[src/common/timer2_pkg.sv]
package timer2_pkg;

  // ----------------------------------------------------------------
  // Special-function register addresses
  // ----------------------------------------------------------------
  localparam logic [7:0] ADDR_CONTROL     = 8'hC8;
  localparam logic [7:0] ADDR_RELOAD_LOW  = 8'hCA;
  localparam logic [7:0] ADDR_RELOAD_HIGH = 8'hCB;
  localparam logic [7:0] ADDR_COUNT_LOW   = 8'hCC;
  localparam logic [7:0] ADDR_COUNT_HIGH  = 8'hCD;

  // ----------------------------------------------------------------
  // Control register fields
  // ----------------------------------------------------------------
  localparam int BIT_HIGH_FLAG  = 7;
  localparam int BIT_LOW_FLAG   = 6;
  localparam int BIT_LOW_IRQ_EN = 5;
  localparam int BIT_CAPTURE_EN = 4;
  localparam int BIT_SPLIT      = 3;
  localparam int BIT_RUN        = 2;
  localparam int BIT_XCLK_HI    = 1;
  localparam int BIT_XCLK_LO    = 0;

  localparam logic [7:0] RESET_BYTE = 8'h00;
  localparam logic [7:0] BYTE_MAX   = 8'hFF;

  // ----------------------------------------------------------------
  // Clock source selection codes
  // ----------------------------------------------------------------
  localparam logic [1:0] XCLK_DIV12_A = 2'h0;
  localparam logic [1:0] XCLK_CMP0    = 2'h1;
  localparam logic [1:0] XCLK_DIV12_B = 2'h2;
  localparam logic [1:0] XCLK_RTC8    = 2'h3;

  // ----------------------------------------------------------------
  // Prescaler counts and synchroniser width
  // ----------------------------------------------------------------
  localparam logic [3:0] CORE_DIV_LAST = 4'hB;
  localparam logic [2:0] RTC_DIV_LAST  = 3'h7;
  localparam int         SYNC_STAGES   = 2;

endpackage

[src/logic/sync_level.sv]
`timescale 1ns/1ps
module sync_level #(
  parameter int WIDTH = 2
) (
  input  wire logic             MCLK_I,
  input  wire logic             RST_I,
  input  wire logic             CE_I,
  input  wire logic [WIDTH-1:0] ASYNC_I,
  output logic      [WIDTH-1:0] SYNC_O
);

  logic [WIDTH-1:0] meta_reg;
  logic [WIDTH-1:0] meta_next;
  logic [WIDTH-1:0] sync_reg;
  logic [WIDTH-1:0] sync_next;

  if (WIDTH < 1)
  begin : g_width_check
    $error("sync_level needs WIDTH of at least one");
  end

  // The first stage feeds only the second stage.
  always_comb
  begin
    meta_next = meta_reg;
    sync_next = sync_reg;
    if (CE_I)
    begin
      meta_next = ASYNC_I;
      sync_next = meta_reg;
    end
  end

  always_ff @(posedge MCLK_I)
  begin
    if (RST_I)
    begin
      meta_reg <= '0;
      sync_reg <= '0;
    end
    else
    begin
      meta_reg <= meta_next;
      sync_reg <= sync_next;
    end
  end

  assign SYNC_O = sync_reg;

endmodule

[src/logic/timer2_control_reload.sv]
`timescale 1ns/1ps
module timer2_control_reload (
  input  wire logic       MCLK_I,
  input  wire logic       RST_I,
  input  wire logic       CE_I,
  input  wire logic [7:0] SFR_ADDR_I,
  input  wire logic [7:0] SFR_WDATA_I,
  input  wire logic       SFR_WE_I,
  output logic      [7:0] SFR_RDATA_O,
  input  wire logic       HIGH_BYTE_CLOCK_SELECT_I,
  input  wire logic       LOW_BYTE_CLOCK_SELECT_I,
  input  wire logic       TIMER_IRQ_ENABLE_I,
  input  wire logic       CMP0_I,
  input  wire logic       RTC_CLK_I,
  output logic            TIMER_IRQ_O
);

  // ----------------------------------------------------------------
  // State
  // ----------------------------------------------------------------
  logic [7:0] control_reg;
  logic [7:0] control_next;
  logic [7:0] reload_lo_reg;
  logic [7:0] reload_lo_next;
  logic [7:0] reload_hi_reg;
  logic [7:0] reload_hi_next;
  logic [7:0] count_lo_reg;
  logic [7:0] count_lo_next;
  logic [7:0] count_hi_reg;
  logic [7:0] count_hi_next;
  logic [7:0] rdata_reg;
  logic [7:0] rdata_next;
  logic [3:0] core_div_reg;
  logic [3:0] core_div_next;
  logic [2:0] rtc_div_reg;
  logic [2:0] rtc_div_next;
  logic [1:0] prev_reg;
  logic [1:0] prev_next;
  logic [1:0] sync_src;
  logic       cmp0_edge;
  logic       rtc_edge;
  logic       core12_tick;
  logic       rtc8_tick;
  logic       ext_tick;
  logic       cap_tick;
  logic       lo_tick;
  logic       hi_tick;
  logic       run;
  logic       split;
  logic       lo_wrap;
  logic       hi_wrap;

  // ----------------------------------------------------------------
  // Source synchronisation and prescalers
  // ----------------------------------------------------------------
  sync_level #(
    .WIDTH (timer2_pkg::SYNC_STAGES)
  ) u_sync (
    .MCLK_I  (MCLK_I),
    .RST_I   (RST_I),
    .CE_I    (CE_I),
    .ASYNC_I ({RTC_CLK_I, CMP0_I}),
    .SYNC_O  (sync_src)
  );

  assign cmp0_edge   = sync_src[0] & ~prev_reg[0];
  assign rtc_edge    = sync_src[1] & ~prev_reg[1];
  assign core12_tick = (core_div_reg == timer2_pkg::CORE_DIV_LAST);
  assign rtc8_tick   = rtc_edge & (rtc_div_reg == timer2_pkg::RTC_DIV_LAST);

  always_comb
  begin
    prev_next     = prev_reg;
    core_div_next = core_div_reg;
    rtc_div_next  = rtc_div_reg;
    if (CE_I)
    begin
      prev_next     = sync_src;
      core_div_next = core12_tick ? 4'h0 : core_div_reg + 4'h1;
      if (rtc_edge)
        rtc_div_next = rtc_div_reg + 3'h1;
    end
  end

  always_ff @(posedge MCLK_I)
  begin
    if (RST_I)
    begin
      prev_reg     <= 2'h0;
      core_div_reg <= 4'h0;
      rtc_div_reg  <= 3'h0;
    end
    else
    begin
      prev_reg     <= prev_next;
      core_div_reg <= core_div_next;
      rtc_div_reg  <= rtc_div_next;
    end
  end

  // ----------------------------------------------------------------
  // Tick selection
  // ----------------------------------------------------------------
  always_comb
  begin
    case (control_reg[timer2_pkg::BIT_XCLK_HI:timer2_pkg::BIT_XCLK_LO])
      timer2_pkg::XCLK_DIV12_A: ext_tick = core12_tick;
      timer2_pkg::XCLK_CMP0:    ext_tick = cmp0_edge;
      timer2_pkg::XCLK_DIV12_B: ext_tick = core12_tick;
      timer2_pkg::XCLK_RTC8:    ext_tick = rtc8_tick;
      default:                  ext_tick = 1'b0;
    endcase
  end

  // Capture trigger follows the upper bit of the select field.
  assign cap_tick = control_reg[timer2_pkg::BIT_XCLK_HI] ? cmp0_edge : rtc8_tick;
  assign lo_tick  = LOW_BYTE_CLOCK_SELECT_I | ext_tick;
  assign hi_tick  = HIGH_BYTE_CLOCK_SELECT_I | ext_tick;
  assign run      = control_reg[timer2_pkg::BIT_RUN];
  assign split    = control_reg[timer2_pkg::BIT_SPLIT];
  assign lo_wrap  = count_lo_reg == timer2_pkg::BYTE_MAX;
  assign hi_wrap  = count_hi_reg == timer2_pkg::BYTE_MAX;

  // ----------------------------------------------------------------
  // Counter, flags and register file
  // ----------------------------------------------------------------
  // Software writes to the count bytes override counting in the same cycle,
  // while hardware flag sets win over a software clear so no overflow is lost.
  always_comb
  begin
    control_next   = control_reg;
    reload_lo_next = reload_lo_reg;
    reload_hi_next = reload_hi_reg;
    count_lo_next  = count_lo_reg;
    count_hi_next  = count_hi_reg;
    rdata_next     = rdata_reg;
    if (CE_I)
    begin
      if (SFR_WE_I && SFR_ADDR_I == timer2_pkg::ADDR_CONTROL)
        control_next = SFR_WDATA_I;
      if (split)
      begin
        if (lo_tick)
        begin
          count_lo_next = lo_wrap ? reload_lo_reg : count_lo_reg + 8'h01;
          if (lo_wrap)
            control_next[timer2_pkg::BIT_LOW_FLAG] = 1'b1;
        end
        if (run && hi_tick)
        begin
          count_hi_next = hi_wrap ? reload_hi_reg : count_hi_reg + 8'h01;
          if (hi_wrap)
            control_next[timer2_pkg::BIT_HIGH_FLAG] = 1'b1;
        end
      end
      else if (run && lo_tick)
      begin
        if (lo_wrap)
        begin
          control_next[timer2_pkg::BIT_LOW_FLAG] = 1'b1;
          if (hi_wrap)
          begin
            count_lo_next = reload_lo_reg;
            count_hi_next = reload_hi_reg;
            control_next[timer2_pkg::BIT_HIGH_FLAG] = 1'b1;
          end
          else
          begin
            count_lo_next = 8'h00;
            count_hi_next = count_hi_reg + 8'h01;
          end
        end
        else
          count_lo_next = count_lo_reg + 8'h01;
      end
      // A capture copies the running count into the reload pair.
      if (control_reg[timer2_pkg::BIT_CAPTURE_EN] && cap_tick)
      begin
        reload_lo_next = count_lo_reg;
        reload_hi_next = count_hi_reg;
        control_next[timer2_pkg::BIT_HIGH_FLAG] = 1'b1;
      end
      if (SFR_WE_I)
      begin
        case (SFR_ADDR_I)
          timer2_pkg::ADDR_RELOAD_LOW:  reload_lo_next = SFR_WDATA_I;
          timer2_pkg::ADDR_RELOAD_HIGH: reload_hi_next = SFR_WDATA_I;
          timer2_pkg::ADDR_COUNT_LOW:   count_lo_next  = SFR_WDATA_I;
          timer2_pkg::ADDR_COUNT_HIGH:  count_hi_next  = SFR_WDATA_I;
          default:                      rdata_next     = rdata_reg;
        endcase
      end
      case (SFR_ADDR_I)
        timer2_pkg::ADDR_CONTROL:     rdata_next = control_reg;
        timer2_pkg::ADDR_RELOAD_LOW:  rdata_next = reload_lo_reg;
        timer2_pkg::ADDR_RELOAD_HIGH: rdata_next = reload_hi_reg;
        timer2_pkg::ADDR_COUNT_LOW:   rdata_next = count_lo_reg;
        timer2_pkg::ADDR_COUNT_HIGH:  rdata_next = count_hi_reg;
        default:                      rdata_next = 8'h00;
      endcase
    end
  end

  always_ff @(posedge MCLK_I)
  begin
    if (RST_I)
    begin
      control_reg   <= timer2_pkg::RESET_BYTE;
      reload_lo_reg <= timer2_pkg::RESET_BYTE;
      reload_hi_reg <= timer2_pkg::RESET_BYTE;
      count_lo_reg  <= timer2_pkg::RESET_BYTE;
      count_hi_reg  <= timer2_pkg::RESET_BYTE;
      rdata_reg     <= timer2_pkg::RESET_BYTE;
    end
    else
    begin
      control_reg   <= control_next;
      reload_lo_reg <= reload_lo_next;
      reload_hi_reg <= reload_hi_next;
      count_lo_reg  <= count_lo_next;
      count_hi_reg  <= count_hi_next;
      rdata_reg     <= rdata_next;
    end
  end

  assign SFR_RDATA_O = rdata_reg;
  assign TIMER_IRQ_O = TIMER_IRQ_ENABLE_I & (control_reg[timer2_pkg::BIT_HIGH_FLAG] |
                       (control_reg[timer2_pkg::BIT_LOW_FLAG] & control_reg[timer2_pkg::BIT_LOW_IRQ_EN]));

  logic no_write;
  logic quiet;
  assign no_write = ~SFR_WE_I;
  assign quiet    = CE_I & no_write & ~control_reg[timer2_pkg::BIT_CAPTURE_EN];
endmodule

[config.mk]
export PLATFORM = sky130hd
export DESIGN_NAME = timer2_control_reload
export DESIGN_NICKNAME = d
export VERILOG_FILES = /design/src/common/timer2_pkg.sv /design/src/logic/sync_level.sv /design/src/logic/timer2_control_reload.sv
export SDC_FILE = /design/constraint.sdc
export NUM_CORES = 1
export LEC_CHECK = 0
export BUFFER_PORTS_ARGS = -buffer_cell sky130_fd_sc_hd__buf_2
export CAP_MARGIN = 10
export CORE_MARGIN = 4
export CORE_UTILIZATION = 55
export CTS_CLUSTER_SIZE = 24
export DETAILED_ROUTE_END_ITERATION = 8
export HOLD_SLACK_MARGIN = 0.08
export PLACE_DENSITY = 0.85
export REMOVE_ABC_BUFFERS = 1
export SLEW_MARGIN = 20
export SYNTH_ARGS = -nofsm -noshare
export SYNTH_HDL_FRONTEND = slang
export SYNTH_HIERARCHICAL = 1
export SYNTH_SLANG_ARGS = --single-unit
[constraint.sdc]
create_clock -name MCLK_I -period 2.72 [get_ports MCLK_I]
set_input_delay 0.136 -clock MCLK_I [delete_from_list [all_inputs] [get_ports MCLK_I]]
set_output_delay 0.136 -clock MCLK_I [all_outputs]
set_load 0.005 [all_outputs]
== Yosys cells after proc, flatten, opt, wreduce, memory -nomap -nowiden ==
Cells that the tools add are included.

* Add/subtract/negate cells: 4
* Equality and inequality tests: 12
* Bitwise logic cells: 10
* Muxes and demuxes: 34
* Reductions and logical operators: 8

{| class="wikitable"
|+ Operators by type and width
! cell !! count
|-
| $mux W8 || 22
|-
| $eq A8 B8 Y1 const B || 7
|-
| $pmux W8 S5 || 1
|-
| $add A8 B1 Y8 const B || 2
|-
| $mux W1 || 6
|-
| $mux W2 || 3
|-
| $and A1 B1 Y1 || 5
|-
| $add A4 B1 Y4 const B || 1
|-
| $eq A2 B2 Y1 const B || 2
|-
| $eq A4 B4 Y1 const B || 1
|-
| $logic_and A1 B1 Y1 || 4
|-
| $mux W4 || 1
|-
| $reduce_and A2 Y1 || 2
|-
| $add A3 B1 Y3 const B || 1
|-
| $eq A3 B3 Y1 const B || 1
|-
| $or A1 B1 Y1 || 3
|-
| $pmux W1 S3 || 1
|-
| $eq A2 B1 Y1 const B || 1
|-
| $logic_not A2 Y1 || 1
|-
| $not A1 Y1 || 2
|-
| $reduce_or A2 Y1 || 1
|}

* Input bits: 25
* Output and inout port bits: 9
* Register bits: 61

== Logic depth before layout (Yosys ltp) ==
Gate-level depths: netlist of the first run.

* Depth in word-level cells: 10
* Depth in mapped cells: 8
* Gate-level depth less buffers: 7

== Cells and area by module ==
The synthesis of the first run kept the hierarchy.

{| class="wikitable"
|+ Modules (own cells, without submodules)
! module !! area each (um2) !! times used !! sequential area each (um2) !! cells each
|-
| timer2_control_reload || 3549.7 || 1 || 1141.1 || 435
|-
| sync_level || 140.1 || 1 || 80.1 || 13
|}

== Worst setup path after synthesis of the first run ==
No wires, ideal clock.

* Path kind: register to register
* Start point: register rtc_div_reg[0]
* End point: register count_hi_reg[2]
* Cell stages (with the launch flop): 8
* Arrival: 1.918 ns
* Path buffers: 1
* Path slack: 0.680 ns
* Clock period less this slack: 2.040 ns
* Cells stage by stage: dfxtp_1 > ha_1 > ha_1 > and3b_1 > a2111oi_4 > o22ai_2 > buf_6 > a311o_1

* Cells in the longest elaborated chain, start to end: 9
* Elaborated cells between the ends (all ways): 12
* Classes of those cells: 1 x eq/ne; 6 x mux; 3 x bitwise; 2 x reduce/logical

{| class="wikitable"
|+ Ends and longest elaborated chain
! item !! line !! RTL
|-
| start: declaration || timer2_control_reload.sv:35 || <nowiki>logic [2:0] rtc_div_reg;</nowiki>
|-
| start signal: assignment || timer2_control_reload.sv:97 || <nowiki>rtc_div_reg <= rtc_div_next;</nowiki>
|-
| $eq A3 B3 Y1 (*) || timer2_control_reload.sv:69 || <nowiki>assign rtc8_tick = rtc_edge & (rtc_div_reg == timer2_pkg::RTC_DIV_LAST);</nowiki>
|-
| $and A1 B1 Y1 (*) || timer2_control_reload.sv:69 ||
|-
| $pmux W1 S3 (*) || timer2_control_reload.sv:106 || <nowiki>case (control_reg[timer2_pkg::BIT_XCLK_HI:timer2_pkg::BIT_XCLK_LO])</nowiki>
|-
| $or A1 B1 Y1, on equally long branches || timer2_control_reload.sv:117, timer2_control_reload.sv:118 ||
|-
| $logic_and A1 B1 Y1, on equally long branches || timer2_control_reload.sv:156, timer2_control_reload.sv:149 ||
|-
| $mux W8, on equally long branches || timer2_control_reload.sv:156, timer2_control_reload.sv:149 ||
|-
| $mux W8 (*) || timer2_control_reload.sv:141 || <nowiki>if (split)</nowiki>
|-
| $mux W8 || timer2_control_reload.sv:185 || <nowiki>case (SFR_ADDR_I)</nowiki>
|-
| $mux W8 (*) || timer2_control_reload.sv:183 || <nowiki>if (SFR_WE_I)</nowiki>
|-
| end signal: assignment || timer2_control_reload.sv:212 || <nowiki>count_hi_reg <= timer2_pkg::RESET_BYTE;</nowiki>
|-
| end signal: assignment || timer2_control_reload.sv:221 || <nowiki>count_hi_reg <= count_hi_next;</nowiki>
|-
| end: declaration || timer2_control_reload.sv:29 || <nowiki>logic [7:0] count_hi_reg;</nowiki>
|}

Every way passes the cells marked *; elsewhere a longest branch is shown, timed or not.
A chain may end at the register's enable or synchronous reset.

== Worst setup path in the final report of the first run ==
* Start point: register count_lo_reg[0]
* End point: register count_hi_reg[2]

* Cells in the longest elaborated chain, start to end: 6

{| class="wikitable"
|+ Ends and longest elaborated chain
! item !! line !! RTL
|-
| start: declaration || timer2_control_reload.sv:27 || <nowiki>logic [7:0] count_lo_reg;</nowiki>
|-
| start signal: assignment || timer2_control_reload.sv:211 || <nowiki>count_lo_reg <= timer2_pkg::RESET_BYTE;</nowiki>
|-
| start signal: assignment || timer2_control_reload.sv:220 || <nowiki>count_lo_reg <= count_lo_next;</nowiki>
|-
| $eq A8 B8 Y1 (*) || timer2_control_reload.sv:121 || <nowiki>assign lo_wrap = count_lo_reg == timer2_pkg::BYTE_MAX;</nowiki>
|-
| $mux W8 (*) || timer2_control_reload.sv:158 || <nowiki>if (lo_wrap)</nowiki>
|-
| $mux W8 (*) || timer2_control_reload.sv:156 || <nowiki>else if (run && lo_tick)</nowiki>
|-
| $mux W8 (*) || timer2_control_reload.sv:141 ||
|-
| $mux W8 || timer2_control_reload.sv:185 ||
|-
| $mux W8 (*) || timer2_control_reload.sv:183 ||
|}

Marked as above.

==> qor.yml, run 1 <==
place_hpwl_mm: 7.61
tightest_slew_ps: 770
synth_area_per_cell_um2: 8.24
yosysWarnings: 6
critical_path_class: "register to register"
ant_nets: 0
dieArea_um2: 8080
drc: 0
grt_max_degree: 28
rsz0062_at_grt: "false"
p_per_area_nw_per_um2: 455
hold_ws_ps: 89.4
chipWidth_um: 89.9
area_growth_syn_to_layout_pct: 11.0
die_height_um: 89.9
final_core_util: 0.638
worstHoldPathCells: 3
synth_cells: 448
hold_end: "control_reg[5]"
async_flop_share: 0
peakVddDrop_v: 0.000292
port-buffer-count: 33
rr_worst_depth: 6
grt_first_pass_wirelength_mm: 17.8
rr_startpoint: "count_lo_reg[0]"
cts_tree: "yes"
grt_pass1_vias: 3562
fmax_ghz: 0.413
clock_latency_ps: 350
wl_per_cell_um: 19.5
clock_sinks: 61
core_um2: 6420
hold_violations: 0
synth_cell_type_count: 71
slew_violations: 0
initial_core_util: 0.575
start_kind: "register"
r2r_slack_ps: 300
netlist_area_um2: 3690
instances_no_fill: 552
finalSetupViolCount: 0
reg2reg_to: "count_hi_reg[2]"
postCtsSetupBuffers: 0
maxCapViolCount: 0
gp_congestion: 0.955
synth_flop_cell: "dfxtp_1"
synth_seq_cells: 61
period_needed_ps: 2420
overflow: 0
io_pins: 34
antenna_found_initial: 0
h-tree-depth: 3
fin_crit_sh: 0.889
cts-root-buf: "clkbuf_8"
cts_buffers: 9
clkTransAtPathRegs_ps: 70
clock_path_buffers: 2
crit_arrival_ps: 2660
status: "complete, no violations"
routed_via_density: 6.84
synth_edf_count: 0
p_leak_nw: 1.60
placed_cells: 534
fp-row-count: 29
antennaDiodeCount: 0
final_area_um2: 4100
drt-initial-drc-count: 450
vias: 3778
layout_common_cells: "dfxtp_1 (61), a21oi_1 (40), nand2_1 (36), nor2_1 (36), buf_2 (33)"
critPathMaxFanout: 15
routed_wl_mm: 10.8
place_area_um2: 3880
grt_usage: 0.268
mostFrequentLayoutCell: "dfxtp_1"
clock_skew_ps: 10.5
cp.required_ps: 2960
worstHoldStart: "SFR_WDATA_I[5]"
finalPower_mw: 1.86
nNetsFinal: 501
yosysSeqAreaShare: 0.331
ctsResizeCount: 0
hold_class: "input port to register"
drive_gt1_frac: 0.179
drt_pass1_iterations: 5
slew_headroom: 0.486
cp-end-kind: "register"
[synth_stat cells, types with 3 or more instances]
cell       n  area share
a211oi_1  14       0.028
mux2i_1   16       0.043
nand2_1   36       0.037
nor2b_1    6       0.010
xor2_1     3      0.0071
buf_1      3      0.0031
nand3_1   18       0.024
and4_1     5       0.012
o221ai_1   3      0.0071
inv_1      7      0.0071
o211ai_1   3      0.0061
nand4_2    3       0.010
a31oi_1    7       0.012
dfxtp_1   61        0.33
nor2_1    36       0.037
a22oi_1    6       0.012
a21oi_1   40       0.054
a221oi_2   3       0.012
o22ai_1   19       0.032
nand4_1    6       0.010
nor3_1     6      0.0081
ha_1       5       0.017
clkbuf_1  16       0.016
buf_2     11       0.015
o21ai_0   31       0.042
a221oi_1   8       0.019
and3b_1    4      0.0095
and2_1     3      0.0051
and3_1    10       0.017
[timing repair]
| item | CTS | global route |
|---|---|---|
| endpoints found under the setup margin | 0 | 0 |
| hold buffers | 3 | 0 |
| hold endpoints to repair | 3 | 0 |
[metal layers]
layer  GRT usage  up-vias  wire length (µm)
li1            -     1752                 -
met1       0.350     1780              4400
met2       0.419      210              5090
met3      0.0643       36               946
met4       0.121        0               325
met5           0        -                 0
[worst max-delay path by stage]
stage | start | endpoint | depth (start not counted)
final | count_lo_reg[0] | count_hi_reg[2] | 6
after global routing | count_lo_reg[0] | count_hi_reg[5] | 6
after CTS | rtc_div_reg[0] | count_hi_reg[4] | 7
after detailed placement | rtc_div_reg[0] | count_hi_reg[4] | 7
after global placement | rtc_div_reg[0] | count_hi_reg[4] | 7
after floorplan | SFR_ADDR_I[7] | control_reg[7] | 5
[worst max-delay path, cell delays in order (launching register included)]
cell      delay, ps
dfxtp_1         500
ha_1            260
and3_1          250
nand4b_1        150
o22ai_2         650
a21oi_1         160
a311o_1         340
[where the power goes]
part           internal, mW  total [mW]  switching, mW
Sequential            0.906       0.915        0.00932
Clock                 0.415       0.798          0.383
Combinational        0.0549       0.151         0.0963
[kinds of logic (layout without fill, tap and decap cells)]
kind of cell / count (synthesis) / in the layout / synth area share
AOI/OAI and AO/OA: 164 / 164 / 0.309
xor gates and xnor gates: 3 / 3 / 0.00712
adders and majority gates: 5 / 5 / 0.0170
buffers and inverters: 42 / 69 / 0.0512
DFF: 61 / 61 / 0.331
muxes: 18 / 18 / 0.0495
and+or+nand+nor: 155 / 155 / 0.236
[through the flow]
step	setup WS (ps)	TNS, ps
after floorplan	-27.5	-27.5
after global placement	417	0
after detailed placement	333	0
after CTS	318	0
after global routing	94.5	0
final	302	0
[layout make-up]
class,count,area (µm²)
Fill cell,540,2330
Clock buffer,9,124
Timing Repair Buffer,47,278
Multi-Input combinational cell,345,2290
Inverter,7,26.3
Tap cell,77,96.3
Sequential cell,61,1220
Clock inverter,6,65.1
No activity file was read; power rests on OpenSTA's default activity.
==> run 2: changes to the inputs <==
--- a/config.mk
+++ b/config.mk
@@ -13,6 +13,7 @@
 export DETAILED_ROUTE_END_ITERATION = 8
 export HOLD_SLACK_MARGIN = 0.08
 export PLACE_DENSITY = 0.85
+export RECOVER_POWER = 100
 export REMOVE_ABC_BUFFERS = 1
 export SLEW_MARGIN = 20
 export SYNTH_ARGS = -nofsm -noshare
==> qor.yml, run 2 (synthesis gave the netlist of run 1 again) <==
grt_first_pass_wirelength_mm: 17.8
fin_crit_sh: 0.919
start_kind: "register"
setup_ws_ps: 220
peakVddDrop_v: 0.000292
pre_cts_slack_ps: 333
period_needed_ps: 2500
final_core_util: 0.630
finalPower_mw: 1.86
cts_tree: "yes"
clock_path_buffers: 2
area_growth_syn_to_layout_pct: 9.70
fmax_ghz: 0.400
clock_sinks: 61
overflow: 0
ff_latch_area_um2: 1220
die_height_um: 89.9
routed_via_density: 6.87
vias: 3792
cp.required_ps: 2890
wl_per_cell_um: 19.7
clock_skew_ps: 10.5
drive_gt1_frac: 0.154
io_pins: 34
layout_common_cells: "dfxtp_1 (61), a21oi_1 (40), nand2_1 (37)"
cts_buffers: 9
slew_headroom: 0.220
grt_max_degree: 28
instances_no_fill: 552
rsz0062_at_grt: "false"
chipWidth_um: 89.9
gp_congestion: 0.955
maxCapViolCount: 0
slew_violations: 0
hold_class: "input port to register"
mostFrequentLayoutCell: "dfxtp_1"
h-tree-depth: 3
core_um2: 6420
multi_input_comb_area_um2: 2250
p_per_area_nw_per_um2: 459
hold_ws_ps: 95.4
antennaDiodeCount: 0
drt_pass1_iterations: 6
grt_pass1_vias: 3562
nFillCells: 556
port-buffer-count: 33
critical_path_class: "register to register"
routed_wl_mm: 10.9
place_hpwl_mm: 7.61
finalSetupViolCount: 0
cts-root-buf: "clkbuf_8"
crit_arrival_ps: 2670
clkTransAtPathRegs_ps: 70
initial_core_util: 0.575
ctsResizeCount: 0
dieArea_um2: 8080
critPathMaxFanout: 12
clock_latency_ps: 350
status: "complete, no violations"
antenna_found_initial: 0
hold_violations: 0
drc: 0
grt_usage: 0.268
tightest_slew_ps: 1170
cp-end-kind: "register"
fp-row-count: 29
placed_cells: 534
ant_nets: 0
drt-initial-drc-count: 407
nNetsFinal: 501
p_leak_nw: 1.57
==> run 2: per-layer routing <==
metal	part of all wire	GRT usage	wire, µm
met5	0	0	0
met2	0.46	0.419	5030
met4	0.030	0.121	330
met3	0.094	0.0643	1020
met1	0.41	0.350	4480
==> run 2: worst paths after layout <==
check / cells after the start / to / slack (ps) / start
worst max register to register: 6 / count_hi_reg[1] / 220 / count_hi_reg[0]
worst max-delay path: 6 / count_hi_reg[1] / 220 / count_hi_reg[0]
worst min register to register: 2 / SFR_RDATA_O[4] / 490 / SFR_RDATA_O[4]
worst min-delay path: 3 / control_reg[5] / 100 / SFR_WDATA_I[5]
==> run 2: worst max-delay path: stages, from the launching register on <==
cell and delay, ps:
dfxtp_1 450, ha_1 260, and3_1 320, and2_0 670
mux2_2 410, nand4_1 90, o221ai_1 120
==> run 2: cell type report <==
class / instances / share of cell area
clock inverter: 6 / 0.0161
sequential: 61 / 0.302
multi-input combinational: 345 / 0.556
clock buffer: 9 / 0.0306
inverter: 7 / 0.00649
tap: 77 / 0.0238
timing repair buffer: 47 / 0.0652
==> run 2: repair_timing <==
item | in CTS | in global routing
setup endpoints to repair | 0 | 0
setup buffers | 0 | 0
hold buffers | 3 | 0
endpoints found under the hold margin | 3 | 0
==> run 2: through the flow <==
step	cell area, µm²	TNS, ps
3_3_place_gp	3880	0
3_5_place_dp	3880	0
4_1_cts	4100	0
2_1_floorplan	3530	-27.5
6_report	4050	0
5_1_grt	4050	0
==> run 2: where the power goes <==
part	total, mW	internal (mW)	switching [mW]	leakage, nW
logic	0.148	0.0524	0.0952	0.991
clock network	0.795	0.415	0.380	0.0833
registers	0.915	0.906	0.00951	0.494
total	1.86	1.37	0.485	1.57
